===== src/design/txbuf_pkg.sv =====
// Package with command word layout, register map and shared constants of the transmit buffer unpacker
package txbuf_pkg;
  // Command word A fields
  localparam int A_IRQ_BIT      = 31;       // Buffer-done request bit
  localparam int A_ALIGN_HI     = 25;       // End alignment field, high bit
  localparam int A_ALIGN_LO     = 24;       // End alignment field, low bit
  localparam int A_OFF_HI       = 20;       // Start offset field, high bit
  localparam int A_OFF_WLO      = 18;       // Start offset, low bit of the whole-word part
  localparam int A_OFF_LANE_HI  = 17;       // Start offset, high bit of the byte-lane part
  localparam int A_OFF_LO       = 16;       // Start offset field, low bit
  localparam int A_FS_BIT       = 13;       // Opening fragment bit
  localparam int A_LS_BIT       = 12;       // Closing fragment bit
  localparam int SIZE_HI        = 10;       // Byte count field, high bit (both words)
  // Command word B fields
  localparam int B_TAG_HI       = 31;       // Packet tag, high bit
  localparam int B_TAG_LO       = 16;       // Packet tag, low bit
  localparam int B_CRC_DIS_BIT  = 13;       // Suppress automatic CRC
  localparam int B_PAD_DIS_BIT  = 12;       // Suppress short frame padding
  // End alignment codes
  localparam logic [1:0] ALIGN_4  = 2'h0;   // 4-byte end alignment
  localparam logic [1:0] ALIGN_16 = 2'h1;   // 16-byte end alignment
  localparam logic [1:0] ALIGN_32 = 2'h2;   // 32-byte end alignment
  localparam logic [1:0] ALIGN_RSV = 2'h3;  // Reserved code
  // Status word layout
  localparam int ST_ERR_BIT     = 15;       // Packet error bit in the status word
  // Register byte offsets
  localparam logic [7:0] CONTROL_OFS   = 8'h00; // Enable
  localparam logic [7:0] STATUS_OFS    = 8'h04; // Sticky flags and busy
  localparam logic [7:0] LAST_TAG_OFS  = 8'h08; // Tag of last finished packet
  localparam logic [7:0] PKT_COUNT_OFS = 8'h0c; // Finished packet count
  // Register field positions
  localparam int CTRL_EN_BIT    = 0;        // Unpacker enable
  localparam int STAT_ERR_BIT   = 0;        // transmit_error_flag, write one to clear
  localparam int STAT_DONE_BIT  = 1;        // buffer_loaded_flag, write one to clear
  localparam int STAT_BUSY_BIT  = 2;        // Unpacker inside a buffer
  // Reset values
  localparam logic CTRL_EN_RST  = 1'b0;     // Unpacker disabled after reset
  // Counter widths
  localparam int CNT_W          = 10;       // Word index inside one buffer
  localparam int LEN_W          = 11;       // Byte counts
endpackage


===== src/design/word_lane_if.sv =====
// Interface carrying one data word with its valid byte lanes to the serializer
`timescale 1ns/1ps
interface word_lane_if;
  logic        valid;       // Word offered
  logic        ready;       // Serializer idle
  logic [31:0] data;        // Raw data word
  logic [1:0]  first_lane;  // Lane of first valid byte
  logic [2:0]  nbytes;      // Valid bytes, 1 to 4
  logic        last;        // Word ends the packet
  modport src (output valid, data, first_lane, nbytes, last, input ready);
  modport dst (input valid, data, first_lane, nbytes, last, output ready);
endinterface


===== src/design/byte_lane_serializer.sv =====
// Serializer that sends the valid bytes of one word, lowest lane first, to the transmitter
`timescale 1ns/1ps
module byte_lane_serializer (
  input  wire logic   pclk,     // Clock
  input  wire logic   presetn,  // Asynchronous reset, active low
  word_lane_if.dst    wl,       // Word from the unpacker
  output logic [7:0]  tx_data,  // Byte to the transmitter
  output logic        tx_valid, // Byte valid
  output logic        tx_last,  // Last byte of packet
  input  wire logic   tx_ready  // Transmitter takes the byte
);
  typedef struct packed {
    logic [31:0] word;  // Shifting word, current byte in the low lane
    logic [2:0]  cnt;   // Bytes still to send
    logic        last;  // Word closes the packet
  } ser_t;

  localparam ser_t SER_RESET = '{default: '0};

  ser_t s_reg;   // Registered state
  ser_t s_next;  // Next state

  // One word at a time keeps the packet attributes stable for the word in flight
  assign wl.ready = (s_reg.cnt == 3'h0);
  assign tx_data  = s_reg.word[7:0];
  assign tx_valid = (s_reg.cnt != 3'h0);
  assign tx_last  = s_reg.last && (s_reg.cnt == 3'h1);

  // Load on an accepted word, shift on every byte taken
  always_comb begin
    s_next = s_reg;
    if (wl.valid && wl.ready) begin
      s_next.word = wl.data >> {wl.first_lane, 3'h0};  // RULE_13
      s_next.cnt  = wl.nbytes;                          // RULE_15
      s_next.last = wl.last;
    end else if (tx_valid && tx_ready) begin
      s_next.word = {8'h00, s_reg.word[31:8]};
      s_next.cnt  = s_reg.cnt - 3'h1;
    end
  end

  // State register
  always_ff @(posedge pclk or negedge presetn) begin
    if (!presetn) begin
      s_reg <= SER_RESET;
    end else begin
      s_reg <= s_next;
    end
  end
endmodule


===== src/design/tx_buffer_command_unpacker.sv =====
// Transmit buffer command unpacker: parses command words, strips offsets and filler, checks lengths
//
// Summary of operation
// RULE_01 - Opening-fragment bit starts a new packet
// RULE_02 - Closing-fragment bit completes the packet
// RULE_03 - Command A low bits: buffer byte count
// RULE_04 - Count plus alignment gives filler words
// RULE_05 - Summed buffer sizes mismatch raises error
// RULE_06 - Packet tag copied into status word
// RULE_07 - Host picks tags; hardware ignores uniqueness
// RULE_08 - CRC-disable bit drops automatic CRC
// RULE_09 - Pad-disable bit stops short frame padding
// RULE_10 - Pad disabled always keeps the CRC
// RULE_11 - Command B low bits: packet length
// RULE_12 - Data starts after the command words
// RULE_13 - Offset low bits choose first byte lane
// RULE_14 - Offset upper bits skip whole words
// RULE_15 - Unused trailing bytes never forwarded
// RULE_16 - Host pads buffer to end alignment
// RULE_17 - Device discards end alignment filler
// RULE_18 - Host writes zero to reserved bits
// RULE_19 - Alignment codes: 4, 16, 32, reserved
// RULE_20 - Done request raises buffer-loaded flag
// RULE_21 - Command B only on opening fragments
// RULE_22 - Fragments in order; sum restarts
//
// Added by the designer: the address map and the APB slave port.
`timescale 1ns/1ps
module tx_buffer_command_unpacker
  import txbuf_pkg::*;
#(
  parameter int ADDR_W = 8  // APB address width
) (
  input  wire logic              pclk,          // Clock, 20 MHz
  input  wire logic              presetn,       // Asynchronous reset, active low
  input  wire logic [ADDR_W-1:0] paddr,         // APB address
  input  wire logic              psel,          // APB select
  input  wire logic              penable,       // APB access phase
  input  wire logic              pwrite,        // APB direction
  input  wire logic [31:0]       pwdata,        // APB write data
  output logic [31:0]            prdata,        // APB read data
  output logic                   pready,        // APB ready
  output logic                   pslverr,       // APB error for unmapped address
  input  wire logic [31:0]       fifo_data,     // Host buffer word
  input  wire logic              fifo_valid,    // Host word present
  output logic                   fifo_ready,    // Word consumed
  output logic [7:0]             tx_data,       // Byte to transmitter
  output logic                   tx_valid,      // Byte valid
  output logic                   tx_last,       // Last byte of packet
  input  wire logic              tx_ready,      // Transmitter takes byte
  output logic                   tx_crc_append, // Append CRC to current packet
  output logic                   tx_pad_short,  // Pad current packet if short
  output logic                   status_valid,  // Status word pulse
  output logic [31:0]            status_word    // Tag and error of finished packet
);
  import txbuf_pkg::*;

  // Only paddr[7:0] is decoded, so a narrower bus could not reach the register map
  if (ADDR_W < 8) begin : g_addr_check
    $error("ADDR_W too small for the register map");
  end

  typedef enum logic [1:0] {CMD_A, CMD_B, BODY, FINISH} state_t;

  typedef struct packed {
    state_t            state;     // Parser state
    logic              enable;    // Control enable
    logic              err_flag;  // transmit_error_flag
    logic              done_flag; // buffer_loaded_flag
    logic              in_pkt;    // A packet is open
    logic              pkt_err;   // Error seen in current packet
    logic              ls;        // Current buffer closes the packet
    logic              irq_req;   // Current buffer asks for done flag
    logic [LEN_W-1:0]  sum;       // Running byte sum
    logic [LEN_W-1:0]  plen;      // Declared packet length
    logic [LEN_W-1:0]  rem;       // Bytes left in buffer
    logic [15:0]       tag;       // Packet tag
    logic              crc_dis;   // CRC suppress
    logic              pad_dis;   // Pad suppress
    logic [CNT_W-1:0]  widx;      // Word index in buffer body
    logic [CNT_W-1:0]  skip;      // Whole offset words
    logic [CNT_W-1:0]  dend;      // Index after last data word
    logic [CNT_W-1:0]  tw;        // Total body words
    logic [1:0]        lane;      // First byte lane
    logic [15:0]       last_tag;  // Tag of last finished packet
    logic [15:0]       pkt_count; // Finished packets
    logic              st_valid;  // Status pulse
    logic [31:0]       st_word;   // Status word
    logic [31:0]       rdata;     // APB read data
    logic              slverr;    // APB error
  } st_t;

  localparam st_t ST_RESET = '{state: CMD_A, enable: CTRL_EN_RST, default: '0};

  st_t r_reg;   // Registered state
  st_t r_next;  // Next state

  word_lane_if wl ();

  // Body word, command A, APB and event decode
  logic             body_skip;  // Offset word
  logic             body_data;  // Data word
  logic [2:0]       room;       // Bytes available in this word
  logic [2:0]       take;       // Bytes forwarded from this word
  logic [1:0]       cur_lane;   // Lane of first byte in this word
  logic             take_word;  // Word consumed this cycle
  logic             a_fs;       // Opening fragment bit of command A
  logic [1:0]       a_lane;     // Lane field of command A
  logic [2:0]       a_skip;     // Whole-word offset of command A
  logic [LEN_W-1:0] a_size;     // Buffer byte count of command A
  logic [LEN_W:0]   span;       // Lane plus size plus rounding
  logic [CNT_W-1:0] a_dw;       // Data words of the buffer
  logic [CNT_W-1:0] a_used;     // Offset plus data words
  logic [CNT_W-1:0] a_mask;     // Alignment mask in words
  logic [CNT_W-1:0] a_tw;       // Body words after rounding
  logic             apb_setup;  // APB setup cycle
  logic             apb_wr;     // APB write takes effect
  logic             err_set;    // Error event this cycle
  logic             done_set;   // Done event this cycle

  assign a_fs   = fifo_data[A_FS_BIT];
  assign a_lane = fifo_data[A_OFF_LANE_HI:A_OFF_LO];                       // RULE_13
  assign a_skip = fifo_data[A_OFF_HI:A_OFF_WLO];                           // RULE_14
  assign a_size = fifo_data[SIZE_HI:0];                                    // RULE_03
  assign span   = {1'b0, a_size} + {{(LEN_W-1){1'b0}}, a_lane} + 12'h003;
  assign a_dw   = span[LEN_W:2];
  assign a_used = a_dw + {{(CNT_W-3){1'b0}}, a_skip};

  // Filler words: body rounded up to the alignment, reserved code treated as 4-byte
  always_comb begin
    unique case (fifo_data[A_ALIGN_HI:A_ALIGN_LO])                          // RULE_19
      ALIGN_16: a_mask = 10'h003;
      ALIGN_32: a_mask = 10'h007;
      default:  a_mask = 10'h000;
    endcase
  end
  assign a_tw = (a_used + a_mask) & ~a_mask;                                // RULE_04

  assign body_skip = (r_reg.widx < r_reg.skip);                             // RULE_14
  assign body_data = !body_skip && (r_reg.widx < r_reg.dend);
  assign cur_lane  = (r_reg.widx == r_reg.skip) ? r_reg.lane : 2'h0;        // RULE_13
  assign room      = 3'h4 - {1'b0, cur_lane};
  assign take      = (r_reg.rem < {8'h00, room}) ? r_reg.rem[2:0] : room;   // RULE_15

  // Word offer to the serializer; empty data words are dropped silently
  assign wl.valid      = (r_reg.state == BODY) && body_data && (take != 3'h0) && fifo_valid;
  assign wl.data       = fifo_data;
  assign wl.first_lane = cur_lane;
  assign wl.nbytes     = take;
  assign wl.last       = r_reg.ls && (r_reg.rem == {8'h00, take});          // RULE_02

  // Input handshake; command B waits for the serializer so attributes never change under a word
  always_comb begin
    fifo_ready = 1'b0;
    if (r_reg.enable) begin
      unique case (r_reg.state)
        CMD_A:  fifo_ready = 1'b1;
        CMD_B:  fifo_ready = wl.ready;
        BODY:   fifo_ready = (body_data && (take != 3'h0)) ? wl.ready : 1'b1; // RULE_17
        FINISH: fifo_ready = 1'b0;
      endcase
    end
  end
  assign take_word = fifo_valid && fifo_ready;

  assign tx_crc_append = !r_reg.crc_dis || r_reg.pad_dis;                   // RULE_08 RULE_10
  assign tx_pad_short  = !r_reg.pad_dis;                                    // RULE_09
  assign status_valid  = r_reg.st_valid;
  assign status_word   = r_reg.st_word;
  assign pready        = 1'b1;
  assign prdata        = r_reg.rdata;
  assign pslverr       = r_reg.slverr;
  assign apb_setup     = psel && !penable;
  assign apb_wr        = psel && penable && pwrite && !r_reg.slverr;

  // Parser, sticky flags and register file
  always_comb begin
    r_next          = r_reg;
    r_next.st_valid = 1'b0;
    err_set         = 1'b0;
    done_set        = 1'b0;
    unique case (r_reg.state)
      CMD_A: begin
        if (take_word) begin
          r_next.ls      = fifo_data[A_LS_BIT];
          r_next.irq_req = fifo_data[A_IRQ_BIT];
          r_next.lane    = a_lane;
          r_next.skip    = {{(CNT_W-3){1'b0}}, a_skip};
          r_next.dend    = a_used;
          r_next.tw      = a_tw;
          r_next.rem     = a_size;
          r_next.widx    = '0;
          if (a_fs) begin
            r_next.sum     = a_size;                                        // RULE_01 RULE_22
            r_next.in_pkt  = 1'b1;
            r_next.pkt_err = (fifo_data[A_ALIGN_HI:A_ALIGN_LO] == ALIGN_RSV);
            r_next.state   = CMD_B;                                         // RULE_21
          end else begin
            r_next.sum     = r_reg.sum + a_size;                            // RULE_05
            r_next.pkt_err = r_reg.pkt_err || !r_reg.in_pkt ||
                             (fifo_data[A_ALIGN_HI:A_ALIGN_LO] == ALIGN_RSV);
            r_next.state   = (a_tw == '0) ? FINISH : BODY;                  // RULE_12
          end
        end
      end
      CMD_B: begin
        if (take_word) begin
          r_next.tag     = fifo_data[B_TAG_HI:B_TAG_LO];                    // RULE_06
          r_next.crc_dis = fifo_data[B_CRC_DIS_BIT];                        // RULE_08
          r_next.pad_dis = fifo_data[B_PAD_DIS_BIT];                        // RULE_09
          r_next.plen    = fifo_data[SIZE_HI:0];                            // RULE_11
          r_next.state   = (r_reg.tw == '0) ? FINISH : BODY;                // RULE_12
        end
      end
      BODY: begin
        if (take_word) begin
          if (body_data) begin
            r_next.rem = r_reg.rem - {8'h00, take};
          end
          r_next.widx = r_reg.widx + 10'h001;
          if (r_reg.widx == r_reg.tw - 10'h001) begin
            r_next.state = FINISH;                                          // RULE_17
          end
        end
      end
      FINISH: begin
        done_set     = r_reg.irq_req;                                       // RULE_20
        r_next.state = CMD_A;
        if (r_reg.ls) begin
          err_set          = r_reg.pkt_err || (r_reg.sum != r_reg.plen);    // RULE_05 RULE_11
          r_next.in_pkt    = 1'b0;
          r_next.st_valid  = 1'b1;
          r_next.st_word   = {r_reg.tag, err_set, 15'h0000};                // RULE_06
          r_next.last_tag  = r_reg.tag;
          r_next.pkt_count = r_reg.pkt_count + 16'h0001;
        end
      end
    endcase
    // Register access; a hardware set in the same cycle wins over a write-one clear
    r_next.err_flag  = r_reg.err_flag  || err_set;
    r_next.done_flag = r_reg.done_flag || done_set;
    if (apb_wr) begin
      if (paddr[7:0] == CONTROL_OFS) begin
        r_next.enable = pwdata[CTRL_EN_BIT];
      end else if (paddr[7:0] == STATUS_OFS) begin
        r_next.err_flag  = (r_reg.err_flag  && !pwdata[STAT_ERR_BIT])  || err_set;
        r_next.done_flag = (r_reg.done_flag && !pwdata[STAT_DONE_BIT]) || done_set;
      end
    end
    // Read data and error are prepared in the setup cycle and shown during access
    if (apb_setup) begin
      r_next.rdata  = '0;
      r_next.slverr = 1'b0;
      unique case (paddr[7:0])
        CONTROL_OFS:   r_next.rdata[CTRL_EN_BIT] = r_reg.enable;
        STATUS_OFS:    r_next.rdata[STAT_BUSY_BIT:STAT_ERR_BIT] =
                         {r_reg.state != CMD_A, r_reg.done_flag, r_reg.err_flag};
        LAST_TAG_OFS:  r_next.rdata[15:0] = r_reg.last_tag;
        PKT_COUNT_OFS: r_next.rdata[15:0] = r_reg.pkt_count;
        default:       r_next.slverr = 1'b1;
      endcase
    end
  end

  // State register
  always_ff @(posedge pclk or negedge presetn) begin
    if (!presetn) begin
      r_reg <= ST_RESET;
    end else begin
      r_reg <= r_next;
    end
  end

  byte_lane_serializer u_ser (
    .pclk     (pclk),
    .presetn  (presetn),
    .wl       (wl.dst),
    .tx_data  (tx_data),
    .tx_valid (tx_valid),
    .tx_last  (tx_last),
    .tx_ready (tx_ready)
  );
endmodule


===== config.mk =====
export PLATFORM = sky130hd
export DESIGN_NAME = tx_buffer_command_unpacker
export DESIGN_NICKNAME = d
export VERILOG_FILES = /design/src/design/txbuf_pkg.sv /design/src/design/word_lane_if.sv /design/src/design/byte_lane_serializer.sv /design/src/design/tx_buffer_command_unpacker.sv
export SDC_FILE = /design/constraint.sdc
export NUM_CORES = 1
export LEC_CHECK = 0
export BUFFER_PORTS_ARGS = -buffer_cell sky130_fd_sc_hd__buf_2
export CAP_MARGIN = 20
export CORE_ASPECT_RATIO = 1.4
export CORE_MARGIN = 2
export CORE_UTILIZATION = 50
export CTS_BUF_LIST = sky130_fd_sc_hd__clkbuf_4
export CTS_CLUSTER_SIZE = 10
export DETAILED_ROUTE_END_ITERATION = 10
export GPL_TIMING_DRIVEN = 0
export PLACE_DENSITY = 0.83
export SLEW_MARGIN = 20
export SYNTH_ARGS = -nofsm -noshare
export SYNTH_HDL_FRONTEND = slang
export SYNTH_SLANG_ARGS = --single-unit

===== constraint.sdc =====
create_clock -name pclk -period 5.4 [get_ports pclk]
set_input_delay 1.35 -clock pclk [delete_from_list [all_inputs] [get_ports pclk]]
set_output_delay 1.35 -clock pclk [all_outputs]
set_load 0.01 [all_outputs]

==> metrics.csv, run 1 <==
stage,metric,value,unit
critical_path,critical path launch point,r_reg[135],
sta,Period minus WS final,5.30,ns
drt,# DRC,0,
drt,DR pass1 iterations,8,
final_layout,share of cells above drive strength 1,19.9,%
die,Starting Density,50.9,%
sta,setup_tns,0,ns
power_and_ir_drop,VDD IR-drop max,0.123,mV
outcome,status,"complete, no violations",
sta,Final setup viols,0,
global_routing,total track usage,25.9,%
final_layout,Fillers,1922,
drt,Vias,9485,
synthesis,most area-hungry cell type in the Yosys netlist,dfrtp_1,
global_routing,number of global-route vias before repair,9190,
synthesis,Yosys Warn Count,0,
synthesis,Seq cells post-synth,182,
die,# IOs,159,
sta,Slew headroom,47.5,%
synthesis,mapped cell area,0.0111,mm^2
clock_tree,clock latency on the worst-skew pair,0.64,ns
final_layout,max FFs per register,127,
power_and_ir_drop,Clk pwr share,27.9,%
power_and_ir_drop,Gate power share,22.5,%
synthesis,top cell type's share of synthesized area,40.9,%
worst_hold_path,worst min path class,reg -> reg,
critical_path,crit path capture,fifo_ready,
global_routing,first-pass GRT wire length,47100,um
critical_path,RR Startpoint,r_reg[135],
critical_path,R2R depth,21,
sta,Worst Skew,0.0294,ns
run,maximum capacitance violations,0,
synthesis,number of synthesized flops with an enable pin,0,
sta,final worst slack,0.104,ns
critical_path,FF-to-FF End,r_reg[168],
synthesis,Post-synth top flop,dfrtp_1,
placed_design,PortBufs,95,
sta,Max Freq,0.189,GHz
critical_path,critical path's slowest cell,or4_4,
clock_tree,clk buf depth,2,
synthesis,Mapped Cells,1228,
global_routing,GRT overflow,0,
power_and_ir_drop,Net Switching,955,uW
critical_path,CP Buf/Inv Count,4,
sta,Worst Tran Pin Value,0.785,ns
clock_tree,CTS Sinks,182,
clock_tree,Clock Tree Root,clkbuf_4,
power_and_ir_drop,switching share of power,33.3,%
die,Die W,130,um
die,core area,0.0219,mm^2
global_routing,initial antenna violation count,3,
sta,Slew Limit Fails,0,
clock_tree,CTS tree,done,
drt,post-DR wirelength/cell,17.6,um
die,Die H,181,um
critical_path,Worst Setup Start Kind,register,
critical_path,CP Cell Sequence,or4_4 -> or4_4 -> ha_4 -> inv_2 -> ha_4 -> nand3b_1 -> nand4b_1 -> buf_6 -> buf_4 -> mux2i_4 -> o21ai_4 -> a31oi_4 -> buf_6,
final_layout,Layout area overhead,13.4,%
critical_path,CP peak stage delay,0.60,ns
critical_path,CP Depth,13,
synthesis,syn_area_per_cell,9.06,um^2
synthesis,"Seq/Total Area, Yosys",40.9,%
power_and_ir_drop,Pwr per Cell Area,227,mW/mm^2
drt,post-route ant nets,0,
final_layout,Layout Utilization,57.7,%
die,Core Rows,64,
clock_tree,Clock transition at path regs,0.16,ns
placed_design,dpl cell area,0.0122,mm^2
sta,Final Hold Viols,0,
critical_path,Setup Crit Path Kind,reg -> out,
placed_design,Detailed Place HPWL,22500,um
synthesis,"Async S/R FF share, synth",100,%
placed_design,pre-CTS setup slack,-0.512,ns
drt,DRT iter0 DRCs,704,
die,die area,0.0235,mm^2
critical_path,Critical Path RT,4.05,ns
power_and_ir_drop,Seq pwr share,49.6,%
drt,WL final,29900,um
synthesis,"top cells by area, synth","dfrtp_1 41%, nand2_1 7.8%, ha_1 5.2%, buf_4 5.0%, o21ai_0 3.8%",
clock_tree,total CTS buffers,17,
critical_path,R2R Setup Slk,0.34,ns
global_routing,largest net degree at the start of global routing,80,
critical_path,Arrival @ worst endpoint,3.95,ns
critical_path,CP endpoint kind,output port,
drt,via-per-instance ratio,5.60,
synthesis,Synth cell types,76,
power_and_ir_drop,Int Pwr,1.91,mW
critical_path,CP Max Fanout,4,
sta,period utilisation layout,98.1,%
clock_tree,H-tree lvl count,4,
critical_path,Worst path top cell family by delay,simple AND/OR/NAND/NOR gates,
power_and_ir_drop,P_leak,6.51,nW
sta,final hold slack,0.492,ns
placed_design,routability congestion estimate,0.946,
final_layout,post-route design area,0.0126,mm^2
final_layout,nets,1511,
[per-stage QoR]
step           std cells  total power, mW
2_1_floorplan       1258             1.85
5_1_grt             1694             2.98
3_5_place_dp        1652             2.07
3_3_place_gp        1650             2.04
4_1_cts             1691             2.86
6_report            1694             2.86
[worst min path at each step]
stage               slack [ns]        startpoint          endpoint  cells past startpoint
floorplan                 0.43        r_reg[142]         r_reg[82]                      2
global placement          0.45        r_reg[148]         r_reg[88]                      2
detailed placement        0.45        r_reg[148]         r_reg[88]                      2
CTS                       0.48        r_reg[155]         r_reg[95]                      2
global route              0.51        r_reg[155]         r_reg[95]                      2
finish                    0.49  u_ser.tx_data[0]  u_ser.tx_data[0]                      2
[synthesized netlist by cell type (31+ instances only)]
cell type  count
clkbuf_1      48
buf_4         74
dfrtp_1      182
inv_1         55
ha_1          46
mux2i_1       38
nand2_1      230
o21ai_0       85
xnor2_1       43
xor2_1        31
nor2_1        59
a21oi_1       43
nand3_1       48
[timing repair]
item / 4_1_cts / 5_1_grt
gates resized for setup: 25 / 6
buffers inserted: 10 / 2
pin swaps: 5 / 5
setup endpoints to repair: 16 / 4
hold buffers: 0 / 0
[power by group through the flow]
stage	sequential, mW	clock, mW	combinational, mW
2_1_floorplan	1.44	0	0.419
3_3_place_gp	1.44	0	0.599
3_5_place_dp	1.44	0	0.624
4_1_cts	1.42	0.807	0.632
5_1_grt	1.42	0.862	0.695
6_report	1.42	0.800	0.645
[cells by family after synthesis]
kind of cell | synth area share [%]
muxes | 6.45
DFF | 40.9
xor gates and xnor gates | 6.03
adders and majority gates | 6.07
AOI/OAI and AO/OA | 13.9
other | 0.0675
and+or+nand+nor | 17.7
buffers and inverters | 8.91
[placed cells by master, fill, tap and decap left out, types with 5 or more instances in the layout]
cell / synthesis / final
mux2_2: 28 / 28
or3_1: 6 / 5
conb_1: 2 / 32
ha_1: 46 / 44
nor2_1: 59 / 59
clkbuf_1: 48 / 44
a21oi_1: 43 / 43
nor4_1: 8 / 8
nor2b_1: 12 / 12
buf_4: 74 / 85
a221oi_1: 8 / 8
clkbuf_4: 0 / 19
o211ai_1: 8 / 8
nor3_1: 12 / 11
fa_1: 5 / 5
a32oi_1: 5 / 5
dfrtp_1: 182 / 178
o22ai_1: 7 / 7
xnor2_1: 43 / 42
nand2_1: 230 / 230
nand3_1: 48 / 48
and3_1: 6 / 6
nand3b_1: 5 / 5
buf_2: 4 / 97
a221o_1: 10 / 10
o21ai_0: 85 / 85
o21a_1: 5 / 5
nand4_1: 8 / 8
inv_1: 55 / 53
xor2_1: 31 / 31
mux2i_1: 38 / 37
a31oi_1: 13 / 12
a21o_1: 18 / 18
[worst min-delay path: cells and delay by family, from the launching register on]
family | cells | cell delay [ns]
simple gates | 2 | 0.10
flops | 1 | 0.37
[routing by layer]
| metal | vias to the layer above | track usage [%] | wire, um |
|---|---|---|---|
| li1 | 4444 | - | - |
| met1 | 4568 | 30.3 | 11300 |
| met2 | 377 | 44.1 | 15400 |
| met3 | 96 | 3.98 | 1620 |
| met4 | 0 | 15.7 | 1570 |
| met5 | - | 0 | 0 |
[area by class of cell]
type,instances,area [um^2],area share (%)
tap,297,372,2.94
antenna,3,7.51,0.0595
multi-input combinational,891,5780,45.8
clock buffer,19,143,1.13
clock inverter,13,145,1.15
timing repair buffer,109,641,5.08
inverter,55,210,1.67
sequential,182,4560,36.1
buffer,125,759,6.02
No activity file was read; power rests on OpenSTA's default activity.
==> run 2: changes to the inputs <==
--- a/config.mk
+++ b/config.mk
@@ -19,3 +19,4 @@
 export SYNTH_ARGS = -nofsm -noshare
 export SYNTH_HDL_FRONTEND = slang
 export SYNTH_SLANG_ARGS = --single-unit
+export TNS_END_PERCENT = 20
==> constraint.sdc (replaced) <==
create_clock -name pclk -period 5.4 [get_ports pclk]
set_input_delay 0.27 -clock pclk [delete_from_list [all_inputs] [get_ports pclk]]
set_output_delay 0.27 -clock pclk [all_outputs]
set_load 0.01 [all_outputs]
==> run 2 against run 1 <==
  * Count of clock-buffer cells in the layout stayed put
  * Highest routed layer unchanged
  * Largest cell class unchanged
  * Sequential cell count stayed put
  * Global-route usage is 0.053 points lower
  * Critical path type is now reg -> reg
  * Critical path depth is 10 higher
  * Largest power group unchanged
==> metrics.csv, run 2 (same netlist as run 1, synthesis figures left out) <==
stage,metric,value,unit,change
critical_path,Worst Setup Start Kind,register,,unchanged
final_layout,Layout area overhead,15.0,%,was 13.4%
critical_path,Crit path top cell by count,ha_1,,
drt,DRT iter0 DRCs,675,,was 704
power_and_ir_drop,P_leak,6.61,nW,was 6.51 nW
sta,period utilisation layout,96.1,%,was 98.1%
global_routing,total track usage,25.8,%,was 25.9%
clock_tree,CTS tree,done,,unchanged
sta,Max Freq,0.193,GHz,was 0.189 GHz
placed_design,routability congestion estimate,0.946,,unchanged
sta,Worst Skew,0.0308,ns,was 0.0294 ns
clock_tree,clk buf depth,2,,unchanged
final_layout,Fillers,1906,,"was 1,922"
final_layout,max FFs per register,127,,unchanged
outcome,status,"complete, no violations",,unchanged
critical_path,CP Max Fanout,10,,was 4
final_layout,"most common cell after layout, fill and taps aside",nand2_1,,unchanged
final_layout,nets,1533,,"was 1,511"
power_and_ir_drop,Total Power,2.87,mW,was 2.86 mW
power_and_ir_drop,VDD IR-drop max,0.128,mV,was 0.123 mV
drt,# DRC,0,,unchanged
clock_tree,total CTS buffers,17,,unchanged
die,Die W,130,um,unchanged
drt,post-route ant nets,0,,unchanged
drt,via-per-instance ratio,5.57,,was 5.60
critical_path,Worst path top cell family by delay,simple AND/OR/NAND/NOR gates,,unchanged
clock_tree,Clock transition at path regs,0.15,ns,was 0.16 ns
global_routing,GRT overflow,0,,unchanged
drt,WL final,29900,um,about the same
run,maximum capacitance violations,0,,unchanged
final_layout,Layout Utilization,58.6,%,was 57.7%
power_and_ir_drop,Pwr per Cell Area,224,mW/mm^2,was 227 mW/mm^2
die,die area,0.0235,mm^2,unchanged
clock_tree,H-tree lvl count,4,,unchanged
placed_design,PortBufs,95,,unchanged
worst_hold_path,worst min path class,in -> reg,,was reg -> reg
clock_tree,Clock Tree Root,clkbuf_4,,unchanged
sta,Slew Limit Fails,0,,unchanged
final_layout,most frequent cells in the layout,"230 x nand2_1, 179 x dfrtp_1, 98 x buf_2, 85 x o21ai_0, 82 x buf_4",,"was 230 x nand2_1, 178 x dfrtp_1, 97 x buf_2, 85 x o21ai_0, 85 x buf_4"
global_routing,first-pass GRT wire length,47100,um,unchanged
global_routing,number of global-route vias before repair,9293,,"was 9,190"
die,core area,0.0219,mm^2,unchanged
critical_path,Critical Path RT,5.91,ns,was 4.05 ns
critical_path,Setup Crit Path Kind,reg -> reg,,was reg -> out
final_layout,share of cells above drive strength 1,19.4,%,was 19.9%
placed_design,Detailed Place HPWL,22500,um,unchanged
final_layout,Reg area,0.00456,mm^2,about the same
placed_design,dpl cell area,0.0122,mm^2,unchanged
global_routing,largest net degree at the start of global routing,80,,unchanged
sta,Final setup viols,0,,unchanged
critical_path,CP peak stage delay,0.58,ns,was 0.60 ns
sta,Slew headroom,46.4,%,was 47.5%
drt,DR pass1 iterations,5,,was 8
die,Die H,181,um,unchanged
sta,Worst Tran Pin Value,0.801,ns,was 0.785 ns
sta,Final Hold Viols,0,,unchanged
drt,post-DR wirelength/cell,17.4,um,was 17.6 um
critical_path,CP endpoint kind,register,,was output port
critical_path,CP Buf/Inv Count,5,,was 4
die,Starting Density,50.9,%,unchanged
sta,Period minus WS final,5.19,ns,was 5.30 ns
clock_tree,CTS Sinks,182,,unchanged
critical_path,critical path's slowest cell,or4_4,,unchanged
sta,setup_tns,0,ns,unchanged
final_layout,post-route design area,0.0128,mm^2,was 0.0126 mm^2
die,# IOs,159,,unchanged
global_routing,initial antenna violation count,2,,was 3
final_layout,Multi-input gate area,0.00576,mm^2,was 0.00578 mm^2
drt,Vias,9561,,"was 9,485"
die,Core Rows,64,,unchanged
clock_tree,clock latency on the worst-skew pair,0.64,ns,about the same
critical_path,Arrival @ worst endpoint,5.69,ns,was 3.95 ns
critical_path,CP Cell Sequence,or4_4 -> or4_4 -> buf_6 -> clkbuf_4 -> buf_4 -> ha_1 -> inv_1 -> ha_1 -> nand3b_1 -> nand4b_1 -> buf_6 -> o21ai_0 -> o21a_1 -> ha_1 -> fa_2 -> nor2b_1 -> nor3_2 -> nor3b_4 -> nor3b_4 -> and3_1 -> nand3_1 -> o21ai_0 -> a21oi_1,,was or4_4 -> or4_4 -> ha_4 -> inv_2 -> ha_4 -> nand3b_1 -> nand4b_1 -> buf_6 -> buf_4 -> mux2i_4 -> o21ai_4 -> a31oi_4 -> buf_6
-- run 2: changes by cell type in the layout (fill, tap and decap cells not counted), moves of 2 or more --
cell	delta
nor3b_4	+2
buf_4	-3
ha_1	+2
inv_1	+2
dlygate4sd3_1	+22
ha_4	-2
-- run 2: path summary, 6_finish.rpt --
path	cells after the start	slack [ns]	from	to
worst max-delay path	23	0.21	r_reg[136]	r_reg[168]
worst min-delay path	2	0.03	fifo_data[0]	r_reg[169]
worst max register to register	23	0.21	r_reg[136]	r_reg[168]
worst min register to register	2	0.49	r_reg[155]	r_reg[95]
max in group asynchronous	4	4.25	presetn	u_ser.s_reg[32]
min in group asynchronous	2	0.11	presetn	r_reg[107]
-- run 2: worst register-to-register path: cells and delay by family (launching register included) --
kind | cells | cell delay [ns]
AOI/OAI and AO/OA | 4 | 0.48
adders and majority gates | 4 | 0.89
buffers and inverters | 5 | 0.84
DFF | 1 | 0.47
and+or+nand+nor | 10 | 2.38
-- run 2: metrics by stage --
stage          std cells  hold slack (ns)  setup slack [ns]
5_1_grt             1715           0.0105           -0.0103
6_report            1715           0.0329             0.212
4_1_cts             1707           0.0103            0.0283
3_5_place_dp        1652            0.196            -0.512
3_3_place_gp        1650            0.447            -0.446
2_1_floorplan       1258          -0.0256             0.343
-- run 2: area by class of cell --
| cell class | instances | share of cell area (%) |
|---|---|---|
| Buffer | 129 | 6.17 |
| Clock buffer | 19 | 1.11 |
| Tap cell | 297 | 2.90 |
| Inverter | 55 | 1.61 |
| Multi-Input combinational cell | 891 | 45.0 |
| Antenna cell | 2 | 0.0391 |
| Sequential cell | 182 | 35.6 |
| Clock inverter | 13 | 1.13 |
| Timing Repair Buffer | 127 | 6.44 |
-- run 2: where the power goes --
| part | total [mW] | internal (mW) | leakage, nW | switching, mW |
|---|---|---|---|---|
| registers | 1.42 | 1.39 | 2.44 | 0.0275 |
| clock network | 0.798 | 0.293 | 0.159 | 0.505 |
| logic | 0.656 | 0.234 | 4.02 | 0.422 |
-- run 2: layer usage --
layer	GRT usage (%)	part of all wire (%)	vias up
met2	44.0	50	414
met1	29.7	38	4554
met3	4.25	6.0	113
met4	16.2	6.0	0
met5	0	0	-
li1	-	-	4480
-- run 2: repair_timing --
item                                    4_1_cts  5_1_grt
hold buffers                                 22        0
gates resized for setup                       7       17
pin swaps                                     0        1
endpoints found under the hold margin       134        0
setup buffers                                 1        7
endpoints found under the setup margin       16        7
